<file path="config.mk">
export PLATFORM = sky130hd
export DESIGN_NAME = uvep_host
export DESIGN_NICKNAME = d
export VERILOG_FILES = /design/src/uvep_pkg.sv /design/src/uvep_cycle_timer.sv /design/src/uvep_host.sv
export SDC_FILE = /design/constraint.sdc
export NUM_CORES = 1
export LEC_CHECK = 0
export ABC_AREA = 1
export BUFFER_PORTS_ARGS = -buffer_cell sky130_fd_sc_hd__buf_2
export CAP_MARGIN = 20
export CORE_ASPECT_RATIO = 1.5
export CORE_MARGIN = 4
export CORE_UTILIZATION = 24
export CTS_BUF_LIST = sky130_fd_sc_hd__clkbuf_16
export DETAILED_ROUTE_END_ITERATION = 7
export MAX_ROUTING_LAYER = met4
export RECOVER_POWER = 50
export SYNTH_ARGS = -nofsm -noshare
export SYNTH_HDL_FRONTEND = slang
export SYNTH_HIERARCHICAL = 1
export SYNTH_SLANG_ARGS = --single-unit
</file>
<file path="constraint.sdc">
create_clock -name clk_sys_i -period 2.95 [get_ports clk_sys_i]
set_input_delay 0.7375 -clock clk_sys_i [delete_from_list [all_inputs] [get_ports clk_sys_i]]
set_output_delay 0.7375 -clock clk_sys_i [all_outputs]
set_load 0.01 [all_outputs]
</file>
<file path="src/uvep_pkg.sv">
// package: timing constants, pin widths and states for the eprom host controller
package uvep_pkg;

    // ------------------------------------------------------------
    // clock and widths
    // ------------------------------------------------------------
    localparam int CLK_PERIOD_PS = 8000;
    localparam int ADDR_W        = 20;
    localparam int DATA_W        = 16;
    localparam int CNT_W         = 12;

    // ------------------------------------------------------------
    // read timing, slow grade (covers both grades)
    // ------------------------------------------------------------
    localparam int T_ACC_NS     = 120;
    localparam int T_OE_NS      = 60;
    localparam int T_DF_NS      = 50;
    localparam int T_VERIFY_NS  = 120;
    localparam int T_BYTE_ST_NS = 120;

    // ------------------------------------------------------------
    // programming timing
    // ------------------------------------------------------------
    localparam int T_SETUP_NS   = 2000;
    localparam int T_HOLD_NS    = 2000;
    localparam int T_PW_MIN_NS  = 9500;
    localparam int T_PW_MAX_NS  = 10500;
    localparam int T_PW_NOM_NS  = 10000;

    // least times round up, longest round down
    localparam int CYC_ACC    = (T_ACC_NS * 1000 + CLK_PERIOD_PS - 1) / CLK_PERIOD_PS;
    localparam int CYC_OE     = (T_OE_NS * 1000 + CLK_PERIOD_PS - 1) / CLK_PERIOD_PS;
    localparam int CYC_DF     = (T_DF_NS * 1000 + CLK_PERIOD_PS - 1) / CLK_PERIOD_PS;
    localparam int CYC_VERIFY = (T_VERIFY_NS * 1000 + CLK_PERIOD_PS - 1) / CLK_PERIOD_PS;
    localparam int CYC_BYTE   = (T_BYTE_ST_NS * 1000 + CLK_PERIOD_PS - 1) / CLK_PERIOD_PS;
    localparam int CYC_SETUP  = (T_SETUP_NS * 1000 + CLK_PERIOD_PS - 1) / CLK_PERIOD_PS;
    localparam int CYC_HOLD   = (T_HOLD_NS * 1000 + CLK_PERIOD_PS - 1) / CLK_PERIOD_PS;
    localparam int CYC_PW_MIN = (T_PW_MIN_NS * 1000 + CLK_PERIOD_PS - 1) / CLK_PERIOD_PS;
    localparam int CYC_PW_MAX = (T_PW_MAX_NS * 1000) / CLK_PERIOD_PS;
    localparam int CYC_PW     = (T_PW_NOM_NS * 1000) / CLK_PERIOD_PS;

    // ------------------------------------------------------------
    // reset values
    // ------------------------------------------------------------
    localparam logic [ADDR_W-1:0] ADDR_RST = '0;
    localparam logic [DATA_W-1:0] DATA_RST = '0;

    // ------------------------------------------------------------
    // commands and states
    // ------------------------------------------------------------
    typedef enum logic [1:0] {UVEP_CMD_READ, UVEP_CMD_PROG, UVEP_CMD_IDENT} uvep_cmd_e;

    typedef enum logic [3:0] {
        UVEP_IDLE, UVEP_RD_SETUP, UVEP_RD_ACC, UVEP_RD_DONE, UVEP_PG_SETUP,
        UVEP_PG_PULSE, UVEP_PG_HOLD, UVEP_VF_ACC, UVEP_RELEASE
    } uvep_state_e;

endpackage : uvep_pkg

</file>
<file path="src/uvep_cycle_timer.sv">
// file: down-counter that times every phase of a pin cycle except the single-clock UVEP_RD_SETUP and UVEP_RD_DONE steps
`timescale 1ns/1ps
module uvep_cycle_timer
    import uvep_pkg::*;
(
    // clock and reset
    input  wire logic             clk_sys_i,
    input  wire logic             rst_n_i,
    // load and status
    input  wire logic             load_i,
    input  wire logic [CNT_W-1:0] value_i,
    output logic                  expired_o
);

    typedef struct packed
    {
        logic [CNT_W-1:0] count;
    } uvep_tmr_s;

    uvep_tmr_s st_ff;
    uvep_tmr_s nxt_st;

    // ------------------------------------------------------------
    // count down from a loaded figure, stop at zero
    // ------------------------------------------------------------
    always_comb
    begin
        nxt_st = st_ff;
        if (load_i)
        begin
            nxt_st.count = value_i;
        end
        else if (st_ff.count != '0)
        begin
            nxt_st.count = st_ff.count - CNT_W'(1);
        end
    end

    always_ff @(posedge clk_sys_i or negedge rst_n_i)
    begin
        if (!rst_n_i)
        begin
            st_ff <= '0;
        end
        else
        begin
            st_ff <= nxt_st;
        end
    end

    // decoded from the register alone: the sequencer's load depends on
    // expiry, so folding load_i in here would close a combinational loop
    assign expired_o = (st_ff.count == '0);

endmodule : uvep_cycle_timer

</file>
<file path="src/uvep_host.sv">
// file: host controller that reads, programs and verifies the uv eprom over its pins
`timescale 1ns/1ps
module uvep_host
    import uvep_pkg::*;
(
    // clock and reset
    input  wire logic              clk_sys_i,
    input  wire logic              reset_n_i,
    // user command port
    input  wire logic              cmd_valid_i,
    input  wire logic [1:0]        cmd_op_i,
    input  wire logic              cmd_byte_i,
    input  wire logic [ADDR_W-1:0] cmd_addr_i,
    input  wire logic              cmd_low_addr_i,
    input  wire logic [DATA_W-1:0] cmd_wdata_i,
    output logic                   cmd_ready_o,
    output logic                   rsp_valid_o,
    output logic [DATA_W-1:0]      rsp_rdata_o,
    output logic                   rsp_verify_ok_o,
    // eprom control pins
    output logic                   chip_en_n_o,
    output logic                   out_en_n_o,
    output logic                   width_select_o,
    output logic                   prog_supply_en_o,
    output logic                   identifier_select_voltage_o,
    output logic [ADDR_W-1:0]      addr_o,
    // eprom data pins, three signals each
    input  wire logic [DATA_W-1:0] data_i,
    output logic [DATA_W-1:0]      data_o,
    output logic [DATA_W-1:0]      data_oe_o
);

    // ------------------------------------------------------------
    // reset release through two flops
    // ------------------------------------------------------------
    logic rst_meta_ff;
    logic rst_n_ff;

    always_ff @(posedge clk_sys_i or negedge reset_n_i)
    begin
        if (!reset_n_i)
        begin
            rst_meta_ff <= 1'b0;
            rst_n_ff    <= 1'b0;
        end
        else
        begin
            rst_meta_ff <= 1'b1;
            rst_n_ff    <= rst_meta_ff;
        end
    end

    // ------------------------------------------------------------
    // state
    // ------------------------------------------------------------
    typedef struct packed
    {
        uvep_state_e       state;
        logic              ready;
        logic              rsp_valid;
        logic [DATA_W-1:0] rdata;
        logic              verify_ok;
        logic              ce_n;
        logic              oe_n;
        logic              width;
        logic              supply;
        logic              ident;
        logic [ADDR_W-1:0] addr;
        logic [DATA_W-1:0] dout;
        logic [DATA_W-1:0] doe;
        logic [DATA_W-1:0] wdata;
    } uvep_host_s;

    uvep_host_s st_ff;
    uvep_host_s nxt_st;

    logic             tmr_load;
    logic [CNT_W-1:0] tmr_value;
    logic             tmr_expired;

    uvep_cycle_timer u_timer (
        .clk_sys_i (clk_sys_i),
        .rst_n_i   (rst_n_ff),
        .load_i    (tmr_load),
        .value_i   (tmr_value),
        .expired_o (tmr_expired)
    );

    // ------------------------------------------------------------
    // sequencer; slow-grade figures are used so either grade works
    // ------------------------------------------------------------
    always_comb
    begin
        nxt_st    = st_ff;
        tmr_load  = 1'b0;
        tmr_value = '0;
        nxt_st.rsp_valid = 1'b0;
        unique case (st_ff.state)
            UVEP_IDLE:
            begin
                if (cmd_valid_i && st_ff.ready)
                begin
                    nxt_st.ready = 1'b0;
                    nxt_st.wdata = cmd_wdata_i;
                    nxt_st.addr  = cmd_addr_i;
                    nxt_st.ident = 1'b0;
                    nxt_st.doe   = '0;
                    if (cmd_op_i == UVEP_CMD_PROG)
                    begin
                        // supply on, output enable high, data driven full width
                        nxt_st.supply = 1'b1;
                        nxt_st.width  = 1'b0;
                        nxt_st.oe_n   = 1'b1;
                        nxt_st.dout   = cmd_wdata_i;
                        nxt_st.doe    = '1;
                        nxt_st.state  = UVEP_PG_SETUP;
                        tmr_load  = 1'b1;
                        tmr_value = CNT_W'(CYC_SETUP);
                    end
                    else
                    begin
                        nxt_st.supply = 1'b0;
                        // identifier readout needs word width
                        nxt_st.width  = (cmd_op_i == UVEP_CMD_IDENT) || !cmd_byte_i;
                        if (cmd_op_i == UVEP_CMD_IDENT)
                        begin
                            nxt_st.ident = 1'b1;
                            nxt_st.addr  = {{(ADDR_W-1){1'b0}}, cmd_addr_i[0]};
                        end
                        else if (cmd_byte_i)
                        begin
                            // top pin becomes low address input
                            nxt_st.dout = {cmd_low_addr_i, {(DATA_W-1){1'b0}}};
                            nxt_st.doe  = {1'b1, {(DATA_W-1){1'b0}}};
                        end
                        nxt_st.state = UVEP_RD_SETUP;
                    end
                end
            end
            UVEP_RD_SETUP:
            begin
                // chip enable as select, output enable with it
                nxt_st.ce_n  = 1'b0;
                nxt_st.oe_n  = 1'b0;
                nxt_st.state = UVEP_RD_ACC;
                tmr_load  = 1'b1;
                tmr_value = CNT_W'(CYC_ACC);
            end
            UVEP_RD_ACC:
            begin
                // access time covers output-enable and width-select figures
                if (tmr_expired)
                begin
                    nxt_st.rdata = st_ff.width ? data_i
                                 : {{(DATA_W/2){1'b0}}, data_i[DATA_W/2-1:0]};
                    nxt_st.state = UVEP_RD_DONE;
                end
            end
            UVEP_RD_DONE:
            begin
                nxt_st.rsp_valid = 1'b1;
                nxt_st.verify_ok = 1'b0;
                nxt_st.ce_n      = 1'b1;
                nxt_st.oe_n      = 1'b1;
                nxt_st.state     = UVEP_RELEASE;
                tmr_load  = 1'b1;
                tmr_value = CNT_W'(CYC_DF);
            end
            UVEP_PG_SETUP:
            begin
                if (tmr_expired)
                begin
                    nxt_st.ce_n  = 1'b0;
                    nxt_st.state = UVEP_PG_PULSE;
                    tmr_load  = 1'b1;
                    tmr_value = CNT_W'(CYC_PW);
                end
            end
            UVEP_PG_PULSE:
            begin
                if (tmr_expired)
                begin
                    nxt_st.ce_n  = 1'b1;
                    nxt_st.state = UVEP_PG_HOLD;
                    tmr_load  = 1'b1;
                    tmr_value = CNT_W'(CYC_HOLD);
                end
            end
            UVEP_PG_HOLD:
            begin
                // data held then released; wait before output enable falls
                if (tmr_expired)
                begin
                    if (st_ff.doe != '0)
                    begin
                        nxt_st.doe = '0;
                        tmr_load  = 1'b1;
                        tmr_value = CNT_W'(CYC_SETUP);
                    end
                    else
                    begin
                        nxt_st.oe_n  = 1'b0;
                        nxt_st.state = UVEP_VF_ACC;
                        tmr_load  = 1'b1;
                        tmr_value = CNT_W'(CYC_VERIFY);
                    end
                end
            end
            UVEP_VF_ACC:
            begin
                if (tmr_expired)
                begin
                    nxt_st.rdata     = data_i;
                    nxt_st.verify_ok = (data_i == st_ff.wdata);
                    nxt_st.rsp_valid = 1'b1;
                    nxt_st.oe_n      = 1'b1;
                    nxt_st.state     = UVEP_RELEASE;
                    tmr_load  = 1'b1;
                    tmr_value = CNT_W'(CYC_DF);
                end
            end
            UVEP_RELEASE:
            begin
                // let the device float before anything else changes
                if (tmr_expired)
                begin
                    nxt_st.supply = 1'b0;
                    nxt_st.ident  = 1'b0;
                    nxt_st.doe    = '0;
                    nxt_st.width  = 1'b1;
                    nxt_st.ready  = 1'b1;
                    nxt_st.state  = UVEP_IDLE;
                end
            end
            default:
            begin
                nxt_st.state = UVEP_IDLE;
            end
        endcase
    end

    always_ff @(posedge clk_sys_i or negedge rst_n_ff)
    begin
        if (!rst_n_ff)
        begin
            st_ff       <= '0;
            st_ff.state <= UVEP_IDLE;
            st_ff.ready <= 1'b1;
            st_ff.ce_n  <= 1'b1;
            st_ff.oe_n  <= 1'b1;
            st_ff.width <= 1'b1;
            st_ff.addr  <= ADDR_RST;
            st_ff.dout  <= DATA_RST;
        end
        else
        begin
            st_ff <= nxt_st;
        end
    end

    // ------------------------------------------------------------
    // outputs, all straight from the state flops
    // ------------------------------------------------------------
    assign cmd_ready_o                 = st_ff.ready;
    assign rsp_valid_o                 = st_ff.rsp_valid;
    assign rsp_rdata_o                 = st_ff.rdata;
    assign rsp_verify_ok_o             = st_ff.verify_ok;
    assign chip_en_n_o                 = st_ff.ce_n;
    assign out_en_n_o                  = st_ff.oe_n;
    assign width_select_o              = st_ff.width;
    assign prog_supply_en_o            = st_ff.supply;
    assign identifier_select_voltage_o = st_ff.ident;
    assign addr_o                      = st_ff.addr;
    assign data_o                      = st_ff.dout;
    assign data_oe_o                   = st_ff.doe;

    // ------------------------------------------------------------
    // checks
    // ------------------------------------------------------------
    a_pulse_width: assert property (@(posedge clk_sys_i) disable iff (!rst_n_ff)
        $rose(st_ff.state == UVEP_PG_PULSE) |-> (st_ff.supply && !st_ff.ce_n)[*8])
        else $error("program pulse ended early");
    a_prog_oe_high: assert property (@(posedge clk_sys_i) disable iff (!rst_n_ff)
        (st_ff.supply && !st_ff.ce_n) |-> st_ff.oe_n)
        else $error("output enable low during program pulse");
    a_data_hold: assert property (@(posedge clk_sys_i) disable iff (!rst_n_ff)
        $rose(st_ff.ce_n) && st_ff.supply |-> (st_ff.doe == '1) [*8])
        else $error("program data released too soon");
    a_verify_follows: assert property (@(posedge clk_sys_i) disable iff (!rst_n_ff)
        $rose(st_ff.ce_n) && st_ff.supply |-> ##[1:600] !st_ff.oe_n)
        else $error("no verify read after program pulse");
    a_no_contend: assert property (@(posedge clk_sys_i) disable iff (!rst_n_ff)
        !st_ff.oe_n |-> (st_ff.doe[DATA_W-2:0] == '0))
        else $error("host drives data while device outputs");
    a_ident_word: assert property (@(posedge clk_sys_i) disable iff (!rst_n_ff)
        st_ff.ident |-> st_ff.width && !st_ff.supply)
        else $error("identifier mode without word width");
    a_read_wait: assert property (@(posedge clk_sys_i) disable iff (!rst_n_ff)
        $fell(st_ff.oe_n) && !st_ff.supply |-> !st_ff.oe_n [*8])
        else $error("read ended before access time");
    a_resp_pulse: assert property (@(posedge clk_sys_i) disable iff (!rst_n_ff)
        st_ff.rsp_valid |=> !st_ff.rsp_valid && st_ff.oe_n)
        else $error("response not single pulse");

endmodule : uvep_host

</file>
### After elaboration in Yosys (flattened, before gate mapping)

Index checks and enable logic that the tools add are counted.

| operators by class | value |
|---|---|
| $mul | 0 |
| shift operators | 0 |
| divide/modulo/power cells | 0 |
| magnitude comparators | 0 |
| multiplexer cells | 51 |
| bitwise gates (word level) | 0 |
| equal/unequal tests | 22 |
| reduce and logical (&&, ||, !) cells | 26 |
| add/sub/neg operators | 1 |

Operators with widths:

| operator | count |
|---|---|
| $mux 32 | 3 |
| $pmux 12 s7 | 1 |
| $mux 16 | 5 |
| $mux 72 | 1 |
| $pmux 16 s3 | 1 |
| $mux 21 | 2 |
| $mux 12 | 3 |
| $pmux 4 s9 | 1 |
| $mux 8 | 4 |
| $pmux 16 s2 | 1 |
| $mux 4 | 6 |
| $ne 2x2->1 const B | 11 |
| $mux 18 | 1 |
| $eq 16x16->1 | 1 |
| $eq 4x3->1 const B | 4 |
| $reduce_bool 16->1 | 1 |
| $logic_not 12->1 | 1 |
| $reduce_bool 12->1 | 1 |
| $sub 12x1->12 const B | 1 |
| $mux 11 | 1 |
| $mux 5 | 2 |
| $reduce_bool 2->1 | 5 |
| $mux 3 | 3 |
| $reduce_and 3->1 | 3 |
| other kinds (26) | 37 |

| storage, ports and cells | value |
|---|---|
| ROM bits | 0 |
| input bits | 59 |
| latch bits | 0 |
| memories | 0 |
| bits in writable memories | 0 |
| register bits after elaboration | 110 |
| word-level logic and storage cells | 117 |

### Longest topological paths before layout

| depth | value |
|---|---|
| depth in word-level cells | 5 |
| gate-level depth with buffers | 14 |
| depth with buffers taken out | 13 |

### Hierarchy

Netlist, hierarchy kept.

Modules (own cells, without submodules):

| module | area each (sq um) | seq. area each (sq um) | times used | cells an instance |
|---|---|---|---|---|
| uvep_host | 4376.7 | 2107.0 | 1 | 551 |
| uvep_cycle_timer | 834.6 | 300.3 | 1 | 122 |

### Worst setup path after synthesis

No wires, ideal clock.

| path | value |
|---|---|
| kind | register -> register |
| start point | reg u_timer/st_ff[0] (netlist name) |
| end point | reg u_timer/st_ff[6] (netlist name) |
| buffers on the path | 1 |
| stages on the path, launching flop included | 14 |
| data required time | 2.830 ns |
| arrival | 1.883 ns |
| setup slack | 0.947 ns |
| cells stage by stage | dfrtp_1 inv_1 ha_1 nand3_2 nor3_1 buf_2 nand3_1 nand2_1 inv_1 nand2_1 inv_1 or2_1 nand2_1 nor2_1 |

| between the ends | value |
|---|---|
| longest elaborated chain between the ends | 4 |
| elaborated cells on any way between the ends | 12 |
| classes of those cells | add/sub: 1; mux: 8; reduce/logical: 3 |

Ends and longest elaborated chain:

| what | line | text |
|---|---|---|
| start: declaration | uvep_cycle_timer.sv:20 | `uvep_tmr_s st_ff;` |
| start signal: assignment | uvep_cycle_timer.sv:47 | `st_ff <= nxt_st;` |
| $logic_not 12->1 * | uvep_cycle_timer.sv:53 | `assign expired_o = (st_ff.count == '0);` |
| via tmr_expired | uvep_host.sv:79 | `logic tmr_expired;` |
| $mux 1 * | uvep_host.sv:192 | `if (tmr_expired)` |
| $pmux 1 s3 * | uvep_host.sv:98 | `unique case (st_ff.state)` |
| via tmr_load | uvep_host.sv:77 | `logic tmr_load;` |
| $mux 12 or $reduce_bool 2->1 (tied branches) | - |  |

Mark *: on every way through the listed nets, which the timed path passes. The rest lies on a longest branch. The select of a mux whose other input is x is not followed.
A chain may end at the register's enable or synchronous reset.

### Final worst setup path

| path | value |
|---|---|
| start point | reg st_ff[93] (netlist name) |
| end point | reg st_ff, in the netlist data_o[8] |

| between the ends | value |
|---|---|
| longest elaborated chain between the ends | 2 |

Ends and longest elaborated chain:

| what | line | text |
|---|---|---|
| start: declaration | uvep_host.sv:74 | `uvep_host_s st_ff;` |
| start signal: assignment | uvep_host.sv:257 | `st_ff <= nxt_st;` |
| $logic_not 4->1 | uvep_host.sv:98 |  |
| $reduce_and 4->1 (no source line) | - |  |

Every way passes these cells.

==> results.md <==
- Status: complete, but fails checks
- Failing checks: max-capacitance violations, max-slew violations
- RSZ-0062 raised after global routing: no
- Drt total wl: 13.9 mm
- Root Buffer: clkbuf_16
- Total negative slack: 0 ps
- Site row count: between 60 and 70
- Design area: 5890 µm²
- Largest area contributor in the netlist: dfrtp_1
- Clock-pin slew on the worst setup and hold paths: 70 ps
- Mapped Cells: 673
- CTS Hold Bufs: 0
- Post-DP Area: 5670 µm²
- Post-route DRC: 0
- Post-CTS sizing: 0
- Area delta synth->final: 13.1%
- Max_slew headroom: -14.1%
- Die X: 128 µm
- Minimum clock period after layout: 2430 ps
- Clock Sinks: 96
- Placer congestion estimate: around 0.94
- Net count, final: about 800
- Ratio of final minimum period to clock period: 82.5%
- Buffers on Ports: approximately 130
- Die area: 24200 µm²
- I/O pins: 135
- Required @ worst endpoint: 3180 ps
- DRT iter0 DRCs: around 150
- PwrDens: ~430 nW/µm²
- Main synth FF type: dfrtp_1
- Slew @ Worst Pin: 1710 ps
- Core ar.: 21200 µm²
- FF+latch area: 2410 µm²
- Final Max Tran Viols: 70
- Type of destination of the critical path: flip-flop
- Post-synth top cells: nand2_1 (260), dfrtp_1 (92), buf_4 (68)
- Setup violators final: 0
- Hold Fails Final Rpt: 0
- Final clock skew: just over 9 ps
- Antenna violations before repair: 1
- Longest Clk Path Bufs: 2
- Die Ht: 188 µm
- Mean Syn Cell Area: 7.74 µm²
- CP Max Fanout: 34
- First-pass GRT wire length: between 20 and 25 mm
- Post-synth EDFFs: 0
- Overflow after GRT: 0
- DR pass1 iterations: 5
- Max-cap viol count: 1
- Area occupied by multi-input gates: 1990 µm²
- Fin util: 27.8%
- Sequential area share after synthesis: 46.2%
- Top cell type's share of synthesized area: 44.2%
- CTS buffer count: 9
- # H-tree levels: 3
- Vias in the first global route: 4186
- Cell with the most instances after synthesis: nand2_1
- Worst VDD drop: 0.000251 V
- Mapped cell area: 5210 µm²
- DR vias: 4264
- Tot GR Track Use: 11.8%
- FMAX: just over 400 MHz
- Largest net degree at the start of global routing: 75
- Worst setup path class: flip-flop to flip-flop
- Detailed placer's ending HPWL: roughly 11 mm
- Clk_lat worst skew: roughly 340 ps
- Worst min path class: flip-flop to asynchronous set/reset pin
- LEAKAGE: 0.00316 µW
- Fraction of layout cells with a size suffix above 1: 20.1%
- FILL cells: about 2300
- Startpoint types: flip-flop
- Async S/R FF share, synth: 100%
- Post-synth cell types: 37
- Critical Path AT: 2660 ps
- DR WL/cell: around 14 µm
- CTS tree: done
- Synth warnings: 6
- Flop and latch count out of synthesis: 96
- Initial core utilization: 24.6%
- Setup bufs post-CTS: 0
- Drt via density: around 4.2
- Antenna Nets Post-Route: 0
- Ranking of synthesized cells by area: dfrtp_1 (44%), nand2_1 (19%), buf_4 (9.8%), nand3_1 (6.2%), inv_1 (3.1%)
stage by stage:
step	std cells	power (µW)	setup WS [ps]	hold slack (ps)
6_report	1016	2560	517	91.2
4_1_cts	1014	2600	585	160
5_1_grt	1016	2670	320	118
3_3_place_gp	998	1470	651	336
2_1_floorplan	675	1400	84.9	331
3_5_place_dp	998	1470	613	340
state kept, by name, indices dropped and copies added (netlist names), 2 cells and up:
signal         count
st_ff             20
rsp_rdata_o       16
u_timer/st_ff     12
data_oe_o          2
data_o            16
addr_o            20
cell usage in the layout (no fill, tap or decap), types with 6 or more instances in the layout:
cell,synthesis,layout
buf_2,10,101
buf_4,68,6
clkbuf_1,4,35
clkbuf_16,0,9
dfrtp_1,92,92
inv_1,43,46
inv_2,6,6
nand2_1,260,261
nand2_2,6,6
nand3_1,65,65
nor2_1,34,35
nor2_2,6,6
o21ai_0,20,20
o21ai_1,8,8
xnor2_1,7,7
path summary, 6_finish.rpt:
kind	slack (ps)	cells past startpoint	endpoint	from
worst max-delay path	520	9	data_o[8]$_DFFE_PN0P_	st_ff[93]$_DFFE_PN0P_
worst min-delay path	90	0	addr_o[7]$_DFFE_PN0P_	rst_n_ff$_DFF_PN0_
worst max register to register	520	9	data_o[8]$_DFFE_PN0P_	st_ff[93]$_DFFE_PN0P_
worst min register to register	90	0	addr_o[7]$_DFFE_PN0P_	rst_n_ff$_DFF_PN0_
max in group asynchronous	950	1	prog_supply_en_o$_DFFE_PN0P_	rst_n_ff$_DFF_PN0_
min in group clk_sys_i	350	0	rst_n_ff$_DFF_PN0_	rst_meta_ff$_DFF_PN0_
report_power, final:
part	leakage [µW]	internal [µW]	switching (µW)	total, µW
combinational	0.00186	41.7	75.5	117
sequential	0.00116	1320	3.81	1320
clock	0.000144	642	479	1120
total	0.00316	2000	558	2560
metal layers:
layer / part of all wire, % / vias to the layer above / global-route usage (%)
li1: - / 2159 / -
met1: 41 / 1973 / 14.1
met2: 52 / 114 / 20.2
met3: 4.9 / 18 / 1.90
met4: 2.1 / 0 / 4.08
met5: 0 / - / -
worst max-delay path, cell delays in order, from the launching register on:
cell and delay (ps):
dfrtp_1 470, nor2_1 370, nand2_1 320, nor2_8 170, buf_4 320, inv_2 170, nor2_2 190, inv_2 160
nand2_1 100, nand2_1 50
final cells by class:
cell class / instances / area share (%)
multi-input combinational: 442 / 33.8
clock inverter: 7 / 0.955
antenna: 1 / 0.0425
clock buffer: 9 / 3.82
inverter: 50 / 3.18
timing repair buffer: 143 / 11.7
sequential: 96 / 40.8
tap: 268 / 5.69
kinds of logic (layout without fill, tap and decap cells):
| family | Yosys count | in the layout | share of synthesized area [%] |
|---|---|---|---|
| DFF | 96 | 96 | 46.2 |
| other | 2 | 5 | 0.144 |
| and+or+nand+nor | 385 | 385 | 31.5 |
| adders and majority gates | 2 | 2 | 0.480 |
| buffers and inverters | 137 | 209 | 15.4 |
| AOI/OAI and AO/OA | 41 | 41 | 4.54 |
| xor gates and xnor gates | 10 | 10 | 1.68 |
Power figures use the tool's default switching activity.
